**config.mk**
```make
export PLATFORM = sky130hd
export DESIGN_NAME = radio_spi_regs
export DESIGN_NICKNAME = d
export VERILOG_FILES = /design/src/core/radio_regs_pkg.sv /design/src/core/gpo_pin_mux.sv /design/src/core/radio_spi_regs.sv /design/src/core/spi_byte_shifter.sv
export VERILOG_INCLUDE_DIRS = /design/src /design/src/core
export SDC_FILE = /design/constraint.sdc
export NUM_CORES = 1
export LEC_CHECK = 0
export BUFFER_PORTS_ARGS = -buffer_cell sky130_fd_sc_hd__buf_2
export CAP_MARGIN = 20
export CORE_MARGIN = 10
export CORE_UTILIZATION = 58
export CTS_BUF_LIST = sky130_fd_sc_hd__clkbuf_4 sky130_fd_sc_hd__clkbuf_8
export DETAILED_ROUTE_END_ITERATION = 12
export GPL_ROUTABILITY_DRIVEN = 1
export PLACE_DENSITY_LB_ADDON = 0.05
export SYNTH_ARGS = -nofsm -noshare
export SYNTH_HDL_FRONTEND = slang
export SYNTH_HIERARCHICAL = 1
export SYNTH_SLANG_ARGS = --single-unit
```
**constraint.sdc**
```tcl
create_clock -name MCLK -period 9.25 [get_ports MCLK]
set_input_delay 0.925 -clock MCLK [delete_from_list [all_inputs] [get_ports MCLK]]
set_output_delay 0.925 -clock MCLK [all_outputs]
set_load 0.005 [all_outputs]
```
**src/core/radio_regs_consts.svh**
```systemverilog
// Register addresses, field positions, reset values and header codes of the radio register map.
`ifndef RADIO_REGS_CONSTS_SVH
`define RADIO_REGS_CONSTS_SVH

`define HDR_WRITE_SINGLE 8'h00
`define HDR_BURST        8'h40
`define HDR_READ         8'h80
`define HDR_READ_BURST   8'hC0

`define A_GPO2_CFG   6'h00
`define A_CAL3       6'h23
`define A_CAL2       6'h24
`define A_CAL1       6'h25
`define A_CAL0       6'h26
`define A_TEST_SETTING_2      6'h2C
`define A_TEST_SETTING_1      6'h2D
`define A_TEST_SETTING_0      6'h2E
`define A_STROBE_LO  6'h30
`define A_STROBE_HI  6'h3D
`define A_PART       6'h30
`define A_VERSION    6'h31
`define A_FREQ_OFFSET_ESTIMATE    6'h32
`define A_CRC        6'h33
`define A_SIGNAL_STRENGTH       6'h34
`define A_FSM        6'h35
`define A_PKT        6'h38
`define A_TXLVL      6'h3A
`define A_RXLVL      6'h3B
`define A_NOP        6'h3D
`define A_PWR        6'h3E
`define A_FIFO       6'h3F

`define PIN2_INV_BIT 6
`define PIN2_SEL_HI  5
`define GPO2_RST     7'h29
`define CHIP_RDY_SEL 6'h29
`define CAL_RST      8'h00
`define TEST_SETTING_2_RST    8'h88
`define TEST_SETTING_1_RST    8'h31
`define TEST_SETTING_0_RST    8'h00
`define PWR_RST      8'h00
`define AVAIL_MAX    7'h0F

`endif

```
**src/core/radio_regs_pkg.sv**
```systemverilog
// Types shared by the radio register map modules.
package radio_regs_pkg;

  typedef enum logic [1:0] {
    FR_HDR   = 2'b00,
    FR_WDATA = 2'b01,
    FR_RDATA = 2'b11
  } frame_e;

  typedef struct packed {
    logic       flag;
    logic [6:0] count;
  } fifo_lvl_s;

  typedef struct packed {
    logic       ready_n;
    logic [2:0] state;
    logic [3:0] avail;
  } chip_status_s;

endpackage

```
**src/core/gpo_pin_mux.sv**
```systemverilog
// Source selection and polarity for general output pin 2.
`timescale 1ns/1ps
`include "radio_regs_consts.svh"
module gpo_pin_mux (
  input  wire logic        clk,
  input  wire logic        rst,
  input  wire logic [6:0]  cfg,
  input  wire logic [63:0] sources,
  output logic             pin
);
  always_ff @(posedge clk or posedge rst) begin
    if (rst) begin
      pin <= 1'b1;
    end else begin
      pin <= sources[cfg[`PIN2_SEL_HI:0]] ^ cfg[`PIN2_INV_BIT]; // [RULE8] [RULE9]
    end
  end
endmodule // gpo_pin_mux

```
**src/core/radio_spi_regs.sv**
```systemverilog
// Serial register map of the radio: header decode, registers, status reads and strobes.
//
// How it works
// [RULE1] Header bit 6 selects burst, bit 7 read; four access modes per address.
// [RULE2] Addresses 0x30-0x3D strobe, except burst reads return the status registers.
// [RULE3] Status 0x3A gives transmit underflow flag and transmit byte count.
// [RULE4] Status 0x3B gives receive overflow flag and receive byte count.
// [RULE5] Status 0x38 gives output pin levels and packet reception status.
// [RULE6] Status 0x35 returns the current radio state machine code.
// [RULE7] Calibration registers survive sleep; test registers return to defaults in sleep.
// [RULE8] Pin-2 configuration bit 6 inverts the pin-2 output.
// [RULE9] Pin-2 configuration bits 5:0 pick the pin-2 source, reset 41.
// [RULE10] The no-operation strobe changes nothing; it only yields the status byte.
// [RULE11] 0x3E reaches the power table; 0x3F writes transmit, reads receive buffer.
// [RULE12] Unused addresses and bit 7 of pin-2 configuration read zero, ignore writes.
`timescale 1ns/1ps
`include "radio_regs_consts.svh"
module radio_spi_regs
  import radio_regs_pkg::*;
#(
  parameter logic [7:0] PART_ID   = 8'h5A,
  parameter logic [7:0] REVISION  = 8'h01,
  parameter int         PWR_DEPTH = 8
) (
  input  wire logic        MCLK,
  input  wire logic        RST,
  input  wire logic        SCLK,
  input  wire logic        CS_N,
  input  wire logic        SI,
  output logic             SO,
  output logic             SO_OE,
  input  wire logic        SLEEP,
  input  wire logic        CHIP_READY_N,
  input  wire logic [2:0]  STATUS_MODE,
  input  wire logic [4:0]  RADIO_STATE,
  input  wire logic [7:0]  FREQ_EST,
  input  wire logic [7:0]  CRC_STAT,
  input  wire logic [7:0]  SIGNAL_STRENGTH_VAL,
  input  wire logic [4:0]  PKT_FLAGS,
  input  wire logic        GPO0_LEVEL,
  input  wire logic        TX_UNDERFLOW,
  input  wire logic [6:0]  TX_COUNT,
  input  wire logic        RX_OVERFLOW,
  input  wire logic [6:0]  RX_COUNT,
  input  wire logic [7:0]  RX_DATA,
  input  wire logic [63:0] GPO_SOURCES,
  input  wire logic [2:0]  PWR_SEL,
  output logic             GPO2,
  output logic             STROBE,
  output logic [3:0]       STROBE_CODE,
  output logic             TXF_WR,
  output logic [7:0]       TXF_DATA,
  output logic             RXF_RD,
  output logic [31:0]      SYNTH_CAL,
  output logic [23:0]      TEST_CFG,
  output logic [7:0]       PWR_LEVEL
);
  localparam int IW = $clog2(PWR_DEPTH);

  logic [7:0]    rx_byte;
  logic          byte_done;
  logic          cs_start;
  logic [7:0]    tx_r;
  frame_e        frame_r;
  logic [5:0]    addr_r;
  logic          burst_r;
  logic          load_r;
  logic [6:0]    gpo2_cfg_r;
  logic [7:0]    cal_r [4];
  logic [7:0]    test_setting_2_r;
  logic [7:0]    test_setting_1_r;
  logic [7:0]    test_setting_0_r;
  logic [7:0]    pwr_mem [PWR_DEPTH];
  logic [IW-1:0] pwr_idx_r;
  logic [7:0]    rd_val;
  logic [63:0]   gpo_src;
  logic          is_strobe;
  logic          wr_beat;
  fifo_lvl_s     txl;
  fifo_lvl_s     rxl;
  chip_status_s  chip_st;

  function automatic logic [3:0] sat15(input logic [6:0] n);
    sat15 = (n > `AVAIL_MAX) ? 4'hF : n[3:0];
  endfunction

  function automatic logic in_strobe_range(input logic [5:0] a);
    in_strobe_range = (a >= `A_STROBE_LO) && (a <= `A_STROBE_HI);
  endfunction

  function automatic logic [5:0] next_addr(input logic [5:0] a);
    next_addr = (a >= `A_PWR) ? a : a + 6'h01;
  endfunction

  spi_byte_shifter u_shift (
    .clk       (MCLK),
    .rst       (RST),
    .sclk_pin  (SCLK),
    .cs_n_pin  (CS_N),
    .si_pin    (SI),
    .tx_byte   (tx_r),
    .rx_byte   (rx_byte),
    .byte_done (byte_done),
    .cs_start  (cs_start),
    .so        (SO),
    .so_oe     (SO_OE)
  );

  always_comb begin
    gpo_src                = GPO_SOURCES;
    gpo_src[`CHIP_RDY_SEL] = CHIP_READY_N; // [RULE9]
  end

  gpo_pin_mux u_gpo2 (
    .clk     (MCLK),
    .rst     (RST),
    .cfg     (gpo2_cfg_r),
    .sources (gpo_src),
    .pin     (GPO2)
  );

  assign txl       = '{flag: TX_UNDERFLOW, count: TX_COUNT};
  assign rxl       = '{flag: RX_OVERFLOW, count: RX_COUNT};
  assign chip_st   = '{ready_n: CHIP_READY_N, state: STATUS_MODE, avail: sat15(RX_COUNT)};
  assign is_strobe = in_strobe_range(rx_byte[5:0])
                     && ((rx_byte & `HDR_READ_BURST) != `HDR_READ_BURST); // [RULE2]
  assign wr_beat   = byte_done && (frame_r == FR_WDATA);

  // Frame sequencing: header, then data bytes until a single access ends or select rises.
  always_ff @(posedge MCLK or posedge RST) begin
    if (RST) begin
      frame_r <= FR_HDR;
      addr_r  <= 6'h00;
      burst_r <= 1'b0;
    end else if (cs_start) begin
      frame_r <= FR_HDR;
    end else if (byte_done) begin
      case (frame_r)
        FR_HDR: begin
          addr_r  <= rx_byte[5:0];
          burst_r <= (rx_byte & `HDR_BURST) != `HDR_WRITE_SINGLE; // [RULE1]
          if (is_strobe) begin
            frame_r <= FR_HDR; // [RULE2]
          end else if ((rx_byte & `HDR_READ) != `HDR_WRITE_SINGLE) begin
            frame_r <= FR_RDATA; // [RULE1]
          end else begin
            frame_r <= FR_WDATA;
          end
        end
        FR_WDATA, FR_RDATA: begin
          if (burst_r) begin
            addr_r <= next_addr(addr_r); // [RULE1]
          end else begin
            frame_r <= FR_HDR;
          end
        end
        default: begin
          frame_r <= FR_HDR;
        end
      endcase
    end
  end

  // Read data multiplexer; status codes are reached only by burst reads.
  always_comb begin
    case (addr_r)
      `A_GPO2_CFG: rd_val = {1'b0, gpo2_cfg_r}; // [RULE12]
      `A_CAL3:     rd_val = cal_r[3];
      `A_CAL2:     rd_val = cal_r[2];
      `A_CAL1:     rd_val = cal_r[1];
      `A_CAL0:     rd_val = cal_r[0];
      `A_TEST_SETTING_2:    rd_val = test_setting_2_r;
      `A_TEST_SETTING_1:    rd_val = test_setting_1_r;
      `A_TEST_SETTING_0:    rd_val = test_setting_0_r;
      `A_PART:     rd_val = PART_ID; // [RULE2]
      `A_VERSION:  rd_val = REVISION;
      `A_FREQ_OFFSET_ESTIMATE:  rd_val = FREQ_EST;
      `A_CRC:      rd_val = CRC_STAT;
      `A_SIGNAL_STRENGTH:     rd_val = SIGNAL_STRENGTH_VAL;
      `A_FSM:      rd_val = {3'h0, RADIO_STATE}; // [RULE6]
      `A_PKT:      rd_val = {PKT_FLAGS, GPO2, 1'b0, GPO0_LEVEL}; // [RULE5]
      `A_TXLVL:    rd_val = txl; // [RULE3]
      `A_RXLVL:    rd_val = rxl; // [RULE4]
      `A_PWR:      rd_val = pwr_mem[pwr_idx_r]; // [RULE11]
      `A_FIFO:     rd_val = RX_DATA; // [RULE11]
      default:     rd_val = 8'h00; // [RULE12]
    endcase
  end

  // Outgoing byte: status byte in header slots, register data in read slots.
  always_ff @(posedge MCLK or posedge RST) begin
    if (RST) begin
      load_r <= 1'b0;
      tx_r   <= 8'h00;
    end else begin
      load_r <= byte_done;
      if (cs_start) begin
        tx_r <= chip_st; // [RULE10]
      end else if (load_r) begin
        tx_r <= (frame_r == FR_RDATA) ? rd_val : chip_st;
      end
    end
  end

  // Strobe pulses; the no-operation code gives no pulse.
  always_ff @(posedge MCLK or posedge RST) begin
    if (RST) begin
      STROBE      <= 1'b0;
      STROBE_CODE <= 4'h0;
    end else begin
      STROBE <= 1'b0;
      if (byte_done && frame_r == FR_HDR && is_strobe && rx_byte[5:0] != `A_NOP) begin // [RULE10]
        STROBE      <= 1'b1; // [RULE2]
        STROBE_CODE <= rx_byte[3:0];
      end
    end
  end

  // Transmit buffer writes and receive buffer reads.
  always_ff @(posedge MCLK or posedge RST) begin
    if (RST) begin
      TXF_WR   <= 1'b0;
      TXF_DATA <= 8'h00;
      RXF_RD   <= 1'b0;
    end else begin
      TXF_WR <= 1'b0;
      RXF_RD <= 1'b0;
      if (wr_beat && addr_r == `A_FIFO) begin
        TXF_WR   <= 1'b1; // [RULE11]
        TXF_DATA <= rx_byte;
      end
      if (load_r && frame_r == FR_RDATA && addr_r == `A_FIFO) begin
        RXF_RD <= 1'b1; // [RULE11]
      end
    end
  end

  // Pin-2 configuration; bit 7 is not stored.
  always_ff @(posedge MCLK or posedge RST) begin
    if (RST) begin
      gpo2_cfg_r <= `GPO2_RST; // [RULE9]
    end else if (wr_beat && addr_r == `A_GPO2_CFG) begin
      gpo2_cfg_r <= rx_byte[6:0]; // [RULE8] [RULE12]
    end
  end

  // Calibration registers ignore sleep.
  always_ff @(posedge MCLK or posedge RST) begin
    if (RST) begin
      for (int i = 0; i < 4; i++) begin
        cal_r[i] <= `CAL_RST;
      end
    end else if (wr_beat && addr_r >= `A_CAL3 && addr_r <= `A_CAL0) begin
      cal_r[2'(`A_CAL0 - addr_r)] <= rx_byte; // [RULE7]
    end
  end

  // Test registers fall back to defaults while sleeping.
  always_ff @(posedge MCLK or posedge RST) begin
    if (RST) begin
      test_setting_2_r <= `TEST_SETTING_2_RST;
      test_setting_1_r <= `TEST_SETTING_1_RST;
      test_setting_0_r <= `TEST_SETTING_0_RST;
    end else if (SLEEP) begin
      test_setting_2_r <= `TEST_SETTING_2_RST; // [RULE7]
      test_setting_1_r <= `TEST_SETTING_1_RST;
      test_setting_0_r <= `TEST_SETTING_0_RST;
    end else if (wr_beat) begin
      if (addr_r == `A_TEST_SETTING_2) begin
        test_setting_2_r <= rx_byte;
      end
      if (addr_r == `A_TEST_SETTING_1) begin
        test_setting_1_r <= rx_byte;
      end
      if (addr_r == `A_TEST_SETTING_0) begin
        test_setting_0_r <= rx_byte;
      end
    end
  end

  // Power table with an index that advances per access and rewinds at select.
  always_ff @(posedge MCLK or posedge RST) begin
    if (RST) begin
      pwr_idx_r <= '0;
      for (int i = 0; i < PWR_DEPTH; i++) begin
        pwr_mem[i] <= `PWR_RST;
      end
    end else if (cs_start) begin
      pwr_idx_r <= '0;
    end else if (wr_beat && addr_r == `A_PWR) begin
      pwr_mem[pwr_idx_r] <= rx_byte; // [RULE11]
      pwr_idx_r          <= pwr_idx_r + 1'b1;
    end else if (load_r && frame_r == FR_RDATA && addr_r == `A_PWR) begin
      pwr_idx_r <= pwr_idx_r + 1'b1;
    end
  end

  // Register images driven to the radio.
  always_ff @(posedge MCLK or posedge RST) begin
    if (RST) begin
      SYNTH_CAL <= '0;
      TEST_CFG  <= '0;
      PWR_LEVEL <= 8'h00;
    end else begin
      SYNTH_CAL <= {cal_r[3], cal_r[2], cal_r[1], cal_r[0]};
      TEST_CFG  <= {test_setting_2_r, test_setting_1_r, test_setting_0_r};
      PWR_LEVEL <= pwr_mem[PWR_SEL[IW-1:0]];
    end
  end
endmodule // radio_spi_regs

```
**src/core/spi_byte_shifter.sv**
```systemverilog
// Serial port byte shifter with pin synchronisers and clock edge detection.
`timescale 1ns/1ps
module spi_byte_shifter (
  input  wire logic       clk,
  input  wire logic       rst,
  input  wire logic       sclk_pin,
  input  wire logic       cs_n_pin,
  input  wire logic       si_pin,
  input  wire logic [7:0] tx_byte,
  output logic      [7:0] rx_byte,
  output logic            byte_done,
  output logic            cs_start,
  output logic            so,
  output logic            so_oe
);
  logic [1:0] sclk_s;
  logic [1:0] cs_s;
  logic [1:0] si_s;
  logic       sclk_d;
  logic       cs_d;
  logic [2:0] cnt_r;
  logic [6:0] in_r;
  logic [7:0] out_r;
  logic       rise;
  logic       fall;
  logic       active;
  logic       start_d;

  assign rise   = sclk_s[1] & ~sclk_d;
  assign fall   = ~sclk_s[1] & sclk_d;
  assign active = ~cs_s[1];

  always_ff @(posedge clk or posedge rst) begin
    if (rst) begin
      sclk_s <= 2'b00;
      cs_s   <= 2'b11;
      si_s   <= 2'b00;
      sclk_d <= 1'b0;
      cs_d   <= 1'b1;
    end else begin
      sclk_s <= {sclk_s[0], sclk_pin};
      cs_s   <= {cs_s[0], cs_n_pin};
      si_s   <= {si_s[0], si_pin};
      sclk_d <= sclk_s[1];
      cs_d   <= cs_s[1];
    end
  end

  // Input bits are sampled on the rising serial clock edge.
  always_ff @(posedge clk or posedge rst) begin
    if (rst) begin
      cnt_r     <= 3'h0;
      in_r      <= 7'h00;
      rx_byte   <= 8'h00;
      byte_done <= 1'b0;
      cs_start  <= 1'b0;
    end else begin
      byte_done <= 1'b0;
      cs_start  <= cs_d & ~cs_s[1];
      if (!active) begin
        cnt_r <= 3'h0;
      end else if (rise) begin
        in_r  <= {in_r[5:0], si_s[1]};
        cnt_r <= cnt_r + 3'h1;
        if (cnt_r == 3'h7) begin
          rx_byte   <= {in_r, si_s[1]};
          byte_done <= 1'b1;
        end
      end
    end
  end

  // Output bits change on the falling edge; a new byte is taken at each byte start.
  // The first byte is taken one cycle after the select pulse, once the status byte is loaded.
  always_ff @(posedge clk or posedge rst) begin
    if (rst) begin
      out_r   <= 8'h00;
      so      <= 1'b0;
      so_oe   <= 1'b0;
      start_d <= 1'b0;
    end else begin
      so_oe   <= active;
      start_d <= cs_start;
      if (start_d || (active && fall && cnt_r == 3'h0)) begin
        so    <= tx_byte[7];
        out_r <= {tx_byte[6:0], 1'b0};
      end else if (active && fall) begin
        so    <= out_r[7];
        out_r <= {out_r[6:0], 1'b0};
      end
    end
  end
endmodule // spi_byte_shifter
```
Yosys cells after proc, flatten, opt, wreduce, memory -nomap -nowiden
Index checks and enable logic that the tools add are counted.
Word-level totals
  flip-flop bits (word level): 267
  bits in latches: 0
  RAM bits: 0
  ROM bits: 0
  input port bits: 136
  output and inout bits: 82
  word-level logic and storage cells: 192
  memories kept: 0
Operators by class
  add/sub/neg operators: 4
  multiply operators: 0
  div/mod/pow operators: 0
  $lt $le $gt $ge: 12
  equal/unequal tests: 26
  shift operators: 0
  muxes and demuxes: 52
  bitwise gates (word level): 11
  reductions and logical operators: 42
Operator list (count)
  8-bit two-way mux: 20
  8-bit case mux with 19 select lines: 1
  6-bit == test (second input constant): 18
  64-bit bitwise mux: 1
  8-bit binary-select mux with 3-bit select: 2
  32-bit bitwise mux: 1
  8-bit demux with 3-bit select: 1
  6-bit >= comparator (second input constant): 3
  1-bit logical AND: 18
  2-bit nonzero test: 9
  8-bit demux with 2-bit select: 1
  3-bit two-way mux: 5
  6-bit <= comparator (second input constant): 2
  6-bit two-way mux: 2
  6-bit case mux with 2 select lines: 1
  2-bit AND reduction: 6
  2-bit two-way mux: 5
  1-bit two-way mux: 9
  4-bit >= comparator (second input constant): 2
  3-bit NOT with 4-bit output: 2
  7-bit by 4-bit greater-than comparator with 1-bit output (second input constant): 1
  6-bit by 7-bit < comparator with 1-bit output (second input constant): 1
  3-bit by 1-bit adder with 3-bit output (second input constant): 2
  6-bit by 1-bit adder with 6-bit output (second input constant): 1
  25 further kinds: 33

Longest topological paths before layout
Gate-level depths: netlist of the first run.
  depth in word-level cells: 8
  depth in mapped cells: 9
  mapped depth without buffers: 8

Hierarchy
Netlist of the first run, hierarchy kept.
By module, submodules not included
  radio_spi_regs: instances 1, cells each 840, area each 10324.9 µm², sequential area each 5690.5 µm²
  spi_byte_shifter: instances 1, cells each 110, area each 1552.7 µm², sequential area each 954.7 µm²
  gpo_pin_mux: instances 1, cells each 52, area each 679.4 µm², sequential area each 26.3 µm²

Worst setup path after synthesis of the first run
Ideal clock, no wire load.
  path kind: input to register
  start: input port PWR_SEL[0]
  end: register PWR_LEVEL[2]
  setup time: 0.125 ns
  arrival: 2.413 ns
  required time: 9.125 ns
  path slack: 6.712 ns
  stages on the path: 4
  buffers on the path: 2
  cells stage by stage: clkbuf_1 buf_2 mux4_2 mux2_2
On the way
  cells in the longest elaborated chain, start to end: 4
RTL lines
  start: declaration: line radio_spi_regs.sv:47  | input wire logic [2:0] PWR_SEL,
  3-bit NOT with 4-bit output (not written as such): line radio_spi_regs.sv:307  | PWR_LEVEL <= pwr_mem[PWR_SEL[IW-1:0]];
  8-bit binary-select mux with 3-bit select: line radio_spi_regs.sv:307
  8-bit two-way mux (not written as such) (2 in series): line radio_spi_regs.sv:307
  end signal: assignment: line radio_spi_regs.sv:307
  end: declaration: line radio_spi_regs.sv:56  | output logic [7:0] PWR_LEVEL
No other way between the ends. The select of a mux whose other input is x is not followed.
A chain may end at the register's enable or synchronous reset.

Final worst setup path of the first run
  start: register addr_r[3]
  end: register pwr_mem[21] in the netlist's numbering
On the way
  cells in the longest elaborated chain, start to end: 3
RTL lines
  start: declaration: line radio_spi_regs.sv:65  | logic [5:0] addr_r;
  start signal: assignment: line radio_spi_regs.sv:140  | addr_r <= rx_byte[5:0];
  start signal: assignment: line radio_spi_regs.sv:152  | addr_r <= next_addr(addr_r);
  6-bit == test
  1-bit logical AND (no line)
  2-bit AND reduction (no line)
  end signal: indexed assignment: line radio_spi_regs.sv:286  | pwr_mem[i] <= `PWR_RST;
  end signal: indexed assignment: line radio_spi_regs.sv:291  | pwr_mem[pwr_idx_r] <= rx_byte;
  end: declaration: line radio_spi_regs.sv:73  | logic [7:0] pwr_mem [PWR_DEPTH];
No other way between the ends.

==> results.sh, run 1 <==
export IMPL_grt_max_degree=105
export IMPL_worst_setup_path_start_kind="flop"
export IMPL_rsz0062_at_grt="no"
export IMPL_holdPathEnd="u_shift/sclk_s[1]$_DFF_PP0_"
export IMPL_area_delta_synth_final_pct=15.9
export IMPL_synth_nets=1146
export IMPL_via_count=9468
export IMPL_hold_viol=0
export IMPL_max_vdd_ir_drop_uv=110
export IMPL_dp_hpwl_mm=26.3
export IMPL_synth_avg_cell_area_sq_um=12.5
export IMPL_routed_wl_mm=37.4
export IMPL_min_path_type="flop to flop"
export IMPL_drive_above_1_share=0.418
export IMPL_rows=53
export IMPL_path_buf_inv=0
export IMPL_place_ws_ps=5950
export IMPL_reg2regPathDepth=5
export IMPL_ys_async_sr_fraction=1.00
export IMPL_ys_seq_area_frac=0.531
export IMPL_clkSinkCount=266
export IMPL_top_usage_layer="met2"
export IMPL_instances_no_fill=1501
export IMPL_crit_slowest_cell="dfrtp_1"
export IMPL_drc=0
export IMPL_clock_path_buffers=3
export IMPL_worstMarginPinSlew_ps=1120
export IMPL_use_met2=0.419
export IMPL_synth_commonest_cells="dfrtp_1 (254), mux2_2 (137), nand2_1 (70)"
export IMPL_drt_iter0_drc=951
export IMPL_cts_root_buffer="clkbuf_8"
export IMPL_crit_family="simple AND/OR/NAND/NOR gates"
export IMPL_placed_cells=1423
export IMPL_criticalPathCategory="flop to flop"
export IMPL_synth_top_flop_cell="dfrtp_1"
export IMPL_cts_tree="built"
export IMPL_period_share=0.356
export IMPL_yosysMostFrequentCell="dfrtp_1"
export IMPL_worst_slack_ps=5960
export IMPL_holdBufCountCts=0
export IMPL_globalRouteOverflowTotal=0
export IMPL_cp_num_cells=5
export IMPL_viasPerCell=6.31
export IMPL_cts_max_level=2
export IMPL_worstReg2RegStart="addr_r[3]$_DFFE_PP0P_"
export IMPL_io_pins=218
export IMPL_gr_usage_all_layers=0.259
export IMPL_antennaDiodeCount=0
export IMPL_grt_pass1_wl_mm=56.9
export IMPL_max_slew_margin_rel=0.256
export IMPL_timing_rr_end="pwr_mem[21]$_DFFE_PP0P_"
export IMPL_use_met3=0.0590
export IMPL_path_clk_slew_ps=60
export IMPL_post_cts_setup_buffers=0
export IMPL_dieWidth_um=167
export IMPL_post_route_util=0.688
export IMPL_finalCriticalPeriod_ps=3290
export IMPL_cap_violations=0
export IMPL_crit_chain="nand2_1 > or2_1 > nor4_2 > nor2b_1 > mux2_2"
export IMPL_hp_start="u_shift/sclk_s[0]$_DFF_PP0_"
export IMPL_fp_dieH_um=167
export IMPL_cts_resized=0
export IMPL_worst_ep_arrival_time_ps=3710
export IMPL_setup_viol=0
export IMPL_gr_usage_met1=0.334
export IMPL_timing_critical_path_from="addr_r[3]$_DFFE_PP0P_"
export IMPL_p_per_area_nw_per_um2=163
export IMPL_synth_edf_count=0
export IMPL_synth_cell_types=70
export IMPL_synth_area_leaders="dfrtp_1 (51%), mux2_2 (12%), mux4_2 (5.7%)"
export IMPL_status="finished clean"
export IMPL_gp_congestion=0.943
export IMPL_endpoint_kind="flop"
export IMPL_grt_pass1_vias=9677
export IMPL_leakage_nw=6.97
export IMPL_netlist_instances=1002
export IMPL_max_freq_ghz=0.304
export IMPL_die_area_sq_um=27900
export IMPL_setup_tns_ps=0
export IMPL_nets=1338
export IMPL_synth_top_area_cell="dfrtp_1"
export IMPL_port_buffer_count=216
export IMPL_max_stage_delay_ps=820
export IMPL_antenna_found_initial=0
export IMPL_cts_buffers=44
export IMPL_detail_route_antenna_nets=0
export IMPL_ys_warn_count=6
export IMPL_min_path_cells=0
export IMPL_synth_top_area_share=0.506
export IMPL_routedWlPerCell_um=24.9
export IMPL_synth_seq_cells=266
export IMPL_clock_latency_ps=560
export IMPL_maxSlewViolCount=0
export IMPL_finalClockSkew_ps=27.4
export IMPL_start_util=0.594
export IMPL_cp_max_fo=24
export IMPL_core_area_sq_um=21200
export IMPL_syn_area_sq_um=12600
export IMPL_crit_required_ps=9670
export IMPL_dr_pass1_iters=5
export IMPL_r2r_slack_ps=5960
## cells in the final DEF (no fill, tap or decap), types with 3 or more instances in the layout
cell type / count
dfrtp_1: 254
buf_2: 216
mux2_2: 137
nand2_1: 70
clkbuf_8: 54
a21oi_1: 44
nand3_1: 43
a22oi_1: 39
nor2_1: 35
mux4_2: 32
nor3_1: 22
o21ai_0: 21
mux2i_1: 19
clkbuf_4: 18
nand4_1: 14
a31oi_1: 14
inv_1: 12
dfstp_2: 12
and3_1: 11
nor2b_1: 10
a32oi_1: 8
nand3b_1: 8
ha_1: 8
buf_4: 8
mux4_1: 8
mux2_4: 8
nand2b_1: 7
nor3b_1: 6
and2_1: 6
a22o_1: 6
or3b_2: 6
a221oi_1: 5
clkinv_2: 5
nor3_2: 4
or3_1: 4
o22ai_1: 4
nor4_1: 4
o211ai_1: 3
o22a_1: 3
## metal layers
layer / share of wire / routed length [um]
met5: 0 / 0
met4: 0.037 / 1370
met3: 0.088 / 3300
met2: 0.47 / 17700
met1: 0.40 / 14900
## report_power, final
group	switching (mW)	internal (mW)	total (mW)	leakage (nW)
Combinational	0.0611	0.0536	0.115	2.90
Clock	0.455	0.599	1.05	0.495
Sequential	0.0187	1.19	1.21	3.58
Total	0.535	1.84	2.38	6.97
## registers in the layout, indices dropped and copies added, names as in the netlist, 24 cells and up
register	count
cal_r	32
SYNTH_CAL	32
pwr_mem	64
TEST_CFG	24
## cells by family (layout without fill, tap and decap cells)
family                   count (synthesis)  after routing  synth area share
AO/OA/AOI/OAI                          159            159            0.0837
XOR/XNOR                                 4              4           0.00279
adder cells (fa/ha/maj)                  8              8           0.00797
buffers and inverters                   91            315            0.0361
flip-flops                             266            266             0.531
multiplexers                           204            204             0.222
AND/OR/NAND/NOR                        270            270             0.116
## how the worst max path moves through the flow
stage	to	slack, ps
final	pwr_mem[21]$_DFFE_PP0P_	5960
after global routing	pwr_mem[22]$_DFFE_PP0P_	5660
after CTS	pwr_mem[21]$_DFFE_PP0P_	5930
after detailed placement	pwr_mem[17]$_DFFE_PP0P_	5950
after global placement	pwr_mem[16]$_DFFE_PP0P_	5990
after floorplan	PWR_LEVEL[0]$_DFF_PP0_	2120
## worst register-to-register path, delay by kind of cell, from the launching register on
kind | cells | cell delay, ps
DFF | 1 | 820
muxes | 1 | 420
and+or+nand+nor | 4 | 1940
## stage by stage
stage / power, mW / hold slack (ps) / cell area (sq um)
finish: 2.38 / 345 / 14600
global route: 2.47 / 363 / 14600
CTS: 2.40 / 348 / 14600
detailed placement: 1.35 / 336 / 13600
global placement: 1.34 / 334 / 13600
floorplan: 1.29 / 331 / 12600
## cell type report
type                       instances  area, sq um
clock buffer                      72          878
clock inverter                     6         33.8
fill                            1598         6600
inverter                          13         56.3
multi-input combinational        645         5430
sequential                       266         6670
tap                              275          344
timing repair buffer             224         1140
No activity file was read; power rests on OpenSTA's default activity.
==> run 2, diff against run 1 <==
--- a/config.mk
+++ b/config.mk
@@ -6,10 +6,11 @@
 export SDC_FILE = /design/constraint.sdc
 export NUM_CORES = 1
 export LEC_CHECK = 0
+export ABC_AREA = 1
 export BUFFER_PORTS_ARGS = -buffer_cell sky130_fd_sc_hd__buf_2
 export CAP_MARGIN = 20
 export CORE_MARGIN = 10
-export CORE_UTILIZATION = 58
+export CORE_UTILIZATION = 53
 export CTS_BUF_LIST = sky130_fd_sc_hd__clkbuf_4 sky130_fd_sc_hd__clkbuf_8
 export DETAILED_ROUTE_END_ITERATION = 12
 export GPL_ROUTABILITY_DRIVEN = 1
==> constraint.sdc (replaced) <==
create_clock -name MCLK -period 2.9 [get_ports MCLK]
set_input_delay 0.29 -clock MCLK [delete_from_list [all_inputs] [get_ports MCLK]]
set_output_delay 0.29 -clock MCLK [all_outputs]
set_load 0.005 [all_outputs]
==> run 2 against run 1 <==
Against the previous run: synthesized area increased by 2.2%; global-route usage fell by 0.90 points; utilization decreased by 4.3 points; clock-buffer cell count rose by 2; critical path depth rose by 3; maximum frequency is 27% higher; sequential power grew to 3.2 times the previous value; cell area grew 5.0%; via count up 24%; largest cell class unchanged.
==> results.sh, run 2 <==
export IMPL_status="finished clean"
export IMPL_drt_iter0_drc=1218
export IMPL_max_vdd_ir_drop_uv=440
export IMPL_syn_area_sq_um=12800
export IMPL_fp_dieH_um=176
export IMPL_grt_max_degree=150
export IMPL_synth_top_flop_cell="dfrtp_1"
export IMPL_synth_commonest_cells="nand2_1 (553), dfrtp_1 (254), o21ai_0 (206)"
export IMPL_cts_buffers=44
export IMPL_ys_warn_count=6
export IMPL_max_freq_ghz=0.386
export IMPL_clock_path_buffers=3
export IMPL_cts_root_buffer="clkbuf_8"
export IMPL_period_share=0.892
export IMPL_endpoint_kind="flop"
export IMPL_setup_tns_ps=0
export IMPL_globalRouteOverflowTotal=0
export IMPL_finalPower_mw=7.91
export IMPL_final_common_cell="nand2_1"
export IMPL_viasPerCell=5.31
export IMPL_ys_seq_area_frac=0.520
export IMPL_cts_tree="built"
export IMPL_finalCriticalPeriod_ps=2590
export IMPL_synth_top_area_cell="dfrtp_1"
export IMPL_min_path_cells=3
export IMPL_leakage_nw=7.78
export IMPL_maxSlewViolCount=0
export IMPL_start_util=0.542
export IMPL_synth_nets=1773
export IMPL_largest_reg_flops=64
export IMPL_synth_edf_count=0
export IMPL_netlist_instances=1629
export IMPL_yosysMostFrequentCell="nand2_1"
export IMPL_nets=2004
export IMPL_synth_top_area_share=0.495
export IMPL_p_per_area_nw_per_um2=518
export IMPL_clock_latency_ps=560
export IMPL_reg2regPathDepth=8
export IMPL_drc=0
export IMPL_detail_route_antenna_nets=0
export IMPL_area_delta_synth_final_pct=19.0
export IMPL_cts_max_level=2
export IMPL_routedWlPerCell_um=17.6
export IMPL_worst_setup_path_start_kind="flop"
export IMPL_cp_max_fo=16
export IMPL_via_count=11800
export IMPL_mostFrequentLayoutCells="nand2_1 (553), dfrtp_1 (254), buf_2 (216)"
export IMPL_finalClockSkew_ps=35.7
export IMPL_synth_cell_types=41
export IMPL_dieWidth_um=176
export IMPL_synth_avg_cell_area_sq_um=7.88
export IMPL_port_buffer_count=216
export IMPL_cts_resized=0
export IMPL_crit_required_ps=3290
export IMPL_grt_pass1_vias=11200
export IMPL_path_clk_slew_ps=60
export IMPL_hold_viol=0
export IMPL_clkSinkCount=266
export IMPL_rsz0062_at_grt="no"
export IMPL_io_pins=218
export IMPL_ys_async_sr_fraction=1.00
export IMPL_criticalPathCategory="flop to flop"
export IMPL_worstMarginPinSlew_ps=1020
export IMPL_synth_area_leaders="dfrtp_1 (50%), nand2_1 (16%), o21ai_0 (8.0%)"
export IMPL_die_area_sq_um=30800
export IMPL_grt_pass1_wl_mm=61.7
export IMPL_drive_above_1_share=0.206
export IMPL_reg_largest_list="pwr_mem (64), SYNTH_CAL (32), cal_r (32)"
export IMPL_placed_cells=2129
export IMPL_cap_violations=0
export IMPL_synth_seq_cells=266
export IMPL_core_area_sq_um=23700
export IMPL_worst_ep_arrival_time_ps=2980
export IMPL_max_slew_margin_rel=0.322
export IMPL_gp_congestion=0.982
export IMPL_dr_pass1_iters=6
export IMPL_setup_viol=0
export IMPL_antenna_found_initial=1
export IMPL_min_path_type="primary input to flop"
export IMPL_largest_register="pwr_mem"
export IMPL_routed_wl_mm=39.1
export IMPL_hold_slack_ps=47.7
export IMPL_instances_no_fill=2216
export IMPL_rows=56
export IMPL_dp_hpwl_mm=28.2
export IMPL_gr_usage_all_layers=0.250
run 2: worst max-delay path, stage by stage, from the launching register on:
cell and delay, ps:
dfrtp_1 440, inv_1 130, ha_1 250, inv_1 200, nor2_1 170, nand2_1 120, inv_1 110, a21oi_1 800
o21ai_0 200
run 2: what timing repair did:
item                      CTS  global route
hold endpoints to repair   98             0
setup buffers               0             0
hold buffers                4             0
run 2: kinds of logic (layout without fill, tap and decap cells):
kind of cell    after synthesis  after routing  synth area share
compound gates              302            302             0.128
flops                       266            266             0.520
simple gates                840            840             0.273
fa+ha+maj                     8              8           0.00780
other cells                   0              1                 0
buf+inv                     213            480            0.0720
run 2: where the power goes:
| part | internal, mW | switching (mW) |
|---|---|---|
| registers | 3.81 | 0.0429 |
| logic | 0.165 | 0.273 |
| clock network | 2.12 | 1.50 |
run 2: final cells by class:
cell class	count	area [sq um]
antenna	1	2.50
clock buffer	74	931
clock inverter	8	71.3
fill	2140	8400
inverter	142	544
multi-input combinational	1150	5240
sequential	266	6670
tap	319	399
timing repair buffer	256	1420
run 2: per-layer routing:
layer	global-route usage	vias to the layer above	part of all wire
li1	-	5729	-
met1	0.344	5510	0.44
met2	0.381	463	0.44
met3	0.0581	75	0.087
met4	0.0823	0	0.027
met5	0	-	0
run 2: through the flow:
stage                     worst slack (ps)  instance area [sq um]  utilization
final                                  312                  15300        0.645
after global routing                  63.2                  15300        0.645
after CTS                              357                  15300        0.645
after detailed placement               378                  14200        0.601
after global placement                 483                  14200        0.601
after floorplan                       -349                  12800            -
run 2: path summary, 6_finish.rpt:
kind                       slack, ps                       from                               to
max                              310      addr_r[0]$_DFFE_PP0P_  test_setting_0_r[4]$_DFFE_PP0P_
min                               50             STATUS_MODE[2]              tx_r[6]$_DFFE_PP0P_
max reg2reg                      310      addr_r[0]$_DFFE_PP0P_  test_setting_0_r[4]$_DFFE_PP0P_
min reg2reg                      340  u_shift/si_s[0]$_DFF_PP0_        u_shift/si_s[1]$_DFF_PP0_
max in group asynchronous       1630                        RST           u_shift/cs_d$_DFF_PP1_
min in group asynchronous        460                        RST             u_gpo2/pin$_DFF_PP1_
==> run 3, diff against run 2 <==
--- a/config.mk
+++ b/config.mk
@@ -17,5 +17,4 @@
 export PLACE_DENSITY_LB_ADDON = 0.05
 export SYNTH_ARGS = -nofsm -noshare
 export SYNTH_HDL_FRONTEND = slang
-export SYNTH_HIERARCHICAL = 1
 export SYNTH_SLANG_ARGS = --single-unit
==> run 3 against run 2 <==
Against the previous run: final cell count decreased by 3.6%; sequential share of layout area increased by 1.5 points; largest power group unchanged; critical path type unchanged; clock-buffer cell count down 4; highest routed layer unchanged.
==> results.sh, run 3 <==
export IMPL_max_freq_ghz=0.375
export IMPL_path_clk_slew_ps=60
export IMPL_cts_resized=0
export IMPL_ys_seq_area_frac=0.539
export IMPL_cap_violations=0
export IMPL_worstMarginPinSlew_ps=1110
export IMPL_reg_largest_list="pwr_mem (64), SYNTH_CAL (32), cal_r (32)"
export IMPL_ys_warn_count=0
export IMPL_detail_route_antenna_nets=0
export IMPL_fp_dieH_um=173
export IMPL_hold_viol=0
export IMPL_io_pins=218
export IMPL_synth_area_leaders="dfrtp_1 (51%), nand2_1 (16%), o21ai_0 (10%)"
export IMPL_criticalPathCategory="flop to flop"
export IMPL_globalRouteOverflowTotal=0
export IMPL_gp_congestion=0.968
export IMPL_grt_pass1_wl_mm=63.3
export IMPL_maxSlewViolCount=0
export IMPL_p_clk_frac=0.433
export IMPL_gr_usage_all_layers=0.265
export IMPL_worst_setup_path_start_kind="flop"
export IMPL_seqPwrFrac=0.511
export IMPL_finalClockSkew_ps=22.3
export IMPL_max_vdd_ir_drop_uv=417
export IMPL_worst_slack_ps=233
export IMPL_netlist_instances=1566
export IMPL_synth_edf_count=0
export IMPL_rsz0062_at_grt="no"
export IMPL_finalPower_mw=7.55
export IMPL_dieWidth_um=173
export IMPL_setup_tns_ps=0
export IMPL_final_common_cell="nand2_1"
export IMPL_synth_top_flop_cell="dfrtp_1"
export IMPL_port_buffer_count=216
export IMPL_cts_max_level=2
export IMPL_leakage_nw=7.36
export IMPL_max_slew_margin_rel=0.260
export IMPL_finalCriticalPeriod_ps=2670
export IMPL_cts_buffers=43
export IMPL_synth_top_area_share=0.513
export IMPL_ys_async_sr_fraction=1.00
export IMPL_p_per_area_nw_per_um2=511
export IMPL_largest_register="pwr_mem"
export IMPL_antenna_found_initial=0
export IMPL_largest_reg_flops=64
export IMPL_yosysMostFrequentCell="nand2_1"
export IMPL_cts_root_buffer="clkbuf_8"
export IMPL_period_share=0.919
export IMPL_drive_above_1_share=0.189
export IMPL_syn_area_sq_um=12400
export IMPL_core_area_sq_um=22800
export IMPL_dp_hpwl_mm=29.4
export IMPL_instances_no_fill=2137
export IMPL_num_fill_cells=2082
export IMPL_switching_share=0.234
export IMPL_rows=55
export IMPL_grt_max_degree=114
export IMPL_internal_power_mw=5.78
export IMPL_routed_wl_mm=40.5
export IMPL_dr_pass1_iters=6
export IMPL_cts_tree="built"
export IMPL_mostFrequentLayoutCells="nand2_1 (530), dfrtp_1 (254), o21ai_0 (248)"
export IMPL_post_cts_setup_buffers=0
export IMPL_drc=0
export IMPL_nets=1936
export IMPL_p_switching_mw=1.77
export IMPL_clock_path_buffers=3
export IMPL_endpoint_kind="flop"
export IMPL_synth_cell_types=27
export IMPL_synth_nets=1710
export IMPL_drt_iter0_drc=1134
export IMPL_clock_latency_ps=560
export IMPL_start_util=0.542
export IMPL_place_area_sq_um=13900
export IMPL_min_path_type="primary input to flop"
export IMPL_viasPerCell=5.41
export IMPL_synth_avg_cell_area_sq_um=7.91
export IMPL_antennaDiodeCount=0
export IMPL_status="finished clean"
export IMPL_cp_max_fo=16
export IMPL_grt_pass1_vias=11200
export IMPL_routedWlPerCell_um=18.9
export IMPL_via_count=11600
export IMPL_p_comb_frac=0.056
export IMPL_holdBufCountCts=4
export IMPL_placed_cells=2056
export IMPL_area_delta_synth_final_pct=19.3
export IMPL_synth_top_area_cell="dfrtp_1"
export IMPL_synth_seq_cells=266
export IMPL_final_area_sq_um=14800
export IMPL_crit_required_ps=3290
export IMPL_clkSinkCount=266
export IMPL_die_area_sq_um=29900
export IMPL_place_ws_ps=345
export IMPL_worst_ep_arrival_time_ps=3050
export IMPL_setup_viol=0
export IMPL_synth_commonest_cells="nand2_1 (530), dfrtp_1 (254), o21ai_0 (248)"
-- run 3: cell count changes after synthesis, sizes merged, moves of 3 or more --
cell    before  now
o21a        17    0
a22oi        1    4
o211ai       7   10
nand2      571  530
inv        139  118
nor2       109   93
nand3      133  107
o31ai        1    8
o21ai      213  248
buf         28   11
clkbuf      43   62
nand4       16   26
-- run 3: path summary, 6_finish.rpt --
path	from	to	slack, ps	depth (start not counted)
max	addr_r[0]$_DFFE_PP0P_	test_setting_0_r[4]$_DFFE_PP0P_	230	8
min	PWR_SEL[2]	PWR_LEVEL[2]$_DFF_PP0_	50	2
max reg2reg	addr_r[0]$_DFFE_PP0P_	test_setting_0_r[4]$_DFFE_PP0P_	230	8
min reg2reg	u_shift.si_s[0]$_DFF_PP0_	u_shift.si_s[1]$_DFF_PP0_	350	0
max in group asynchronous	RST	gpo2_cfg_r[1]$_DFFE_PP0P_	1690	4
min in group asynchronous	RST	SYNTH_CAL[7]$_DFF_PP0_	440	4
-- run 3: cell type report --
cell class / count / area, sq um / share of cell area
multi-input cells: 1105 / 4970 / 0.337
repair buffers: 254 / 1400 / 0.0949
flip-flops and latches: 266 / 6670 / 0.452
inverters: 122 / 462 / 0.0313
well taps: 313 / 392 / 0.0265
clock buffers: 70 / 832 / 0.0563
clock inverters: 7 / 42.5 / 0.00288
-- run 3: stage by stage --
| step | hold slack, ps | utilization |
|---|---|---|
| floorplan | 294 | - |
| global placement | 333 | 0.607 |
| detailed placement | 340 | 0.607 |
| CTS | 40.3 | 0.647 |
| global route | 55.5 | 0.647 |
| finish | 48.6 | 0.647 |
-- run 3: routing by layer --
| metal | vias to the layer above | track usage | wire length, um |
|---|---|---|---|
| met2 | 487 | 0.417 | 18500 |
| met3 | 62 | 0.0695 | 3630 |
| met4 | 0 | 0.0812 | 1010 |
| li1 | 5564 | - | - |
| met5 | - | 0 | 0 |
| met1 | 5440 | 0.351 | 17300 |
-- run 3: worst max-delay path, cell delays in order (launching register included) --
cell	delay, ps
dfrtp_1	440
inv_1	120
ha_1	280
inv_1	80
nor2_1	40
nand2_1	110
clkinv_1	280
a21oi_1	950
o21ai_0	190
-- run 3: logic make-up after synthesis --
kind of cell / count (synthesis) / share of synthesized area
compound gates: 330 / 0.141
flops: 266 / 0.539
buf+inv: 195 / 0.0598
simple gates: 767 / 0.253
fa+ha+maj: 8 / 0.00808
-- run 3: power groups by stage --
stage          Sequential (mW)  Clock (mW)  Combinational (mW)
2_1_floorplan             3.91           0               0.223
3_3_place_gp              3.92           0               0.416
3_5_place_dp              3.92           0               0.423
4_1_cts                   3.86        3.32               0.431
5_1_grt                   3.87        3.51               0.487
6_report                  3.86        3.27               0.426
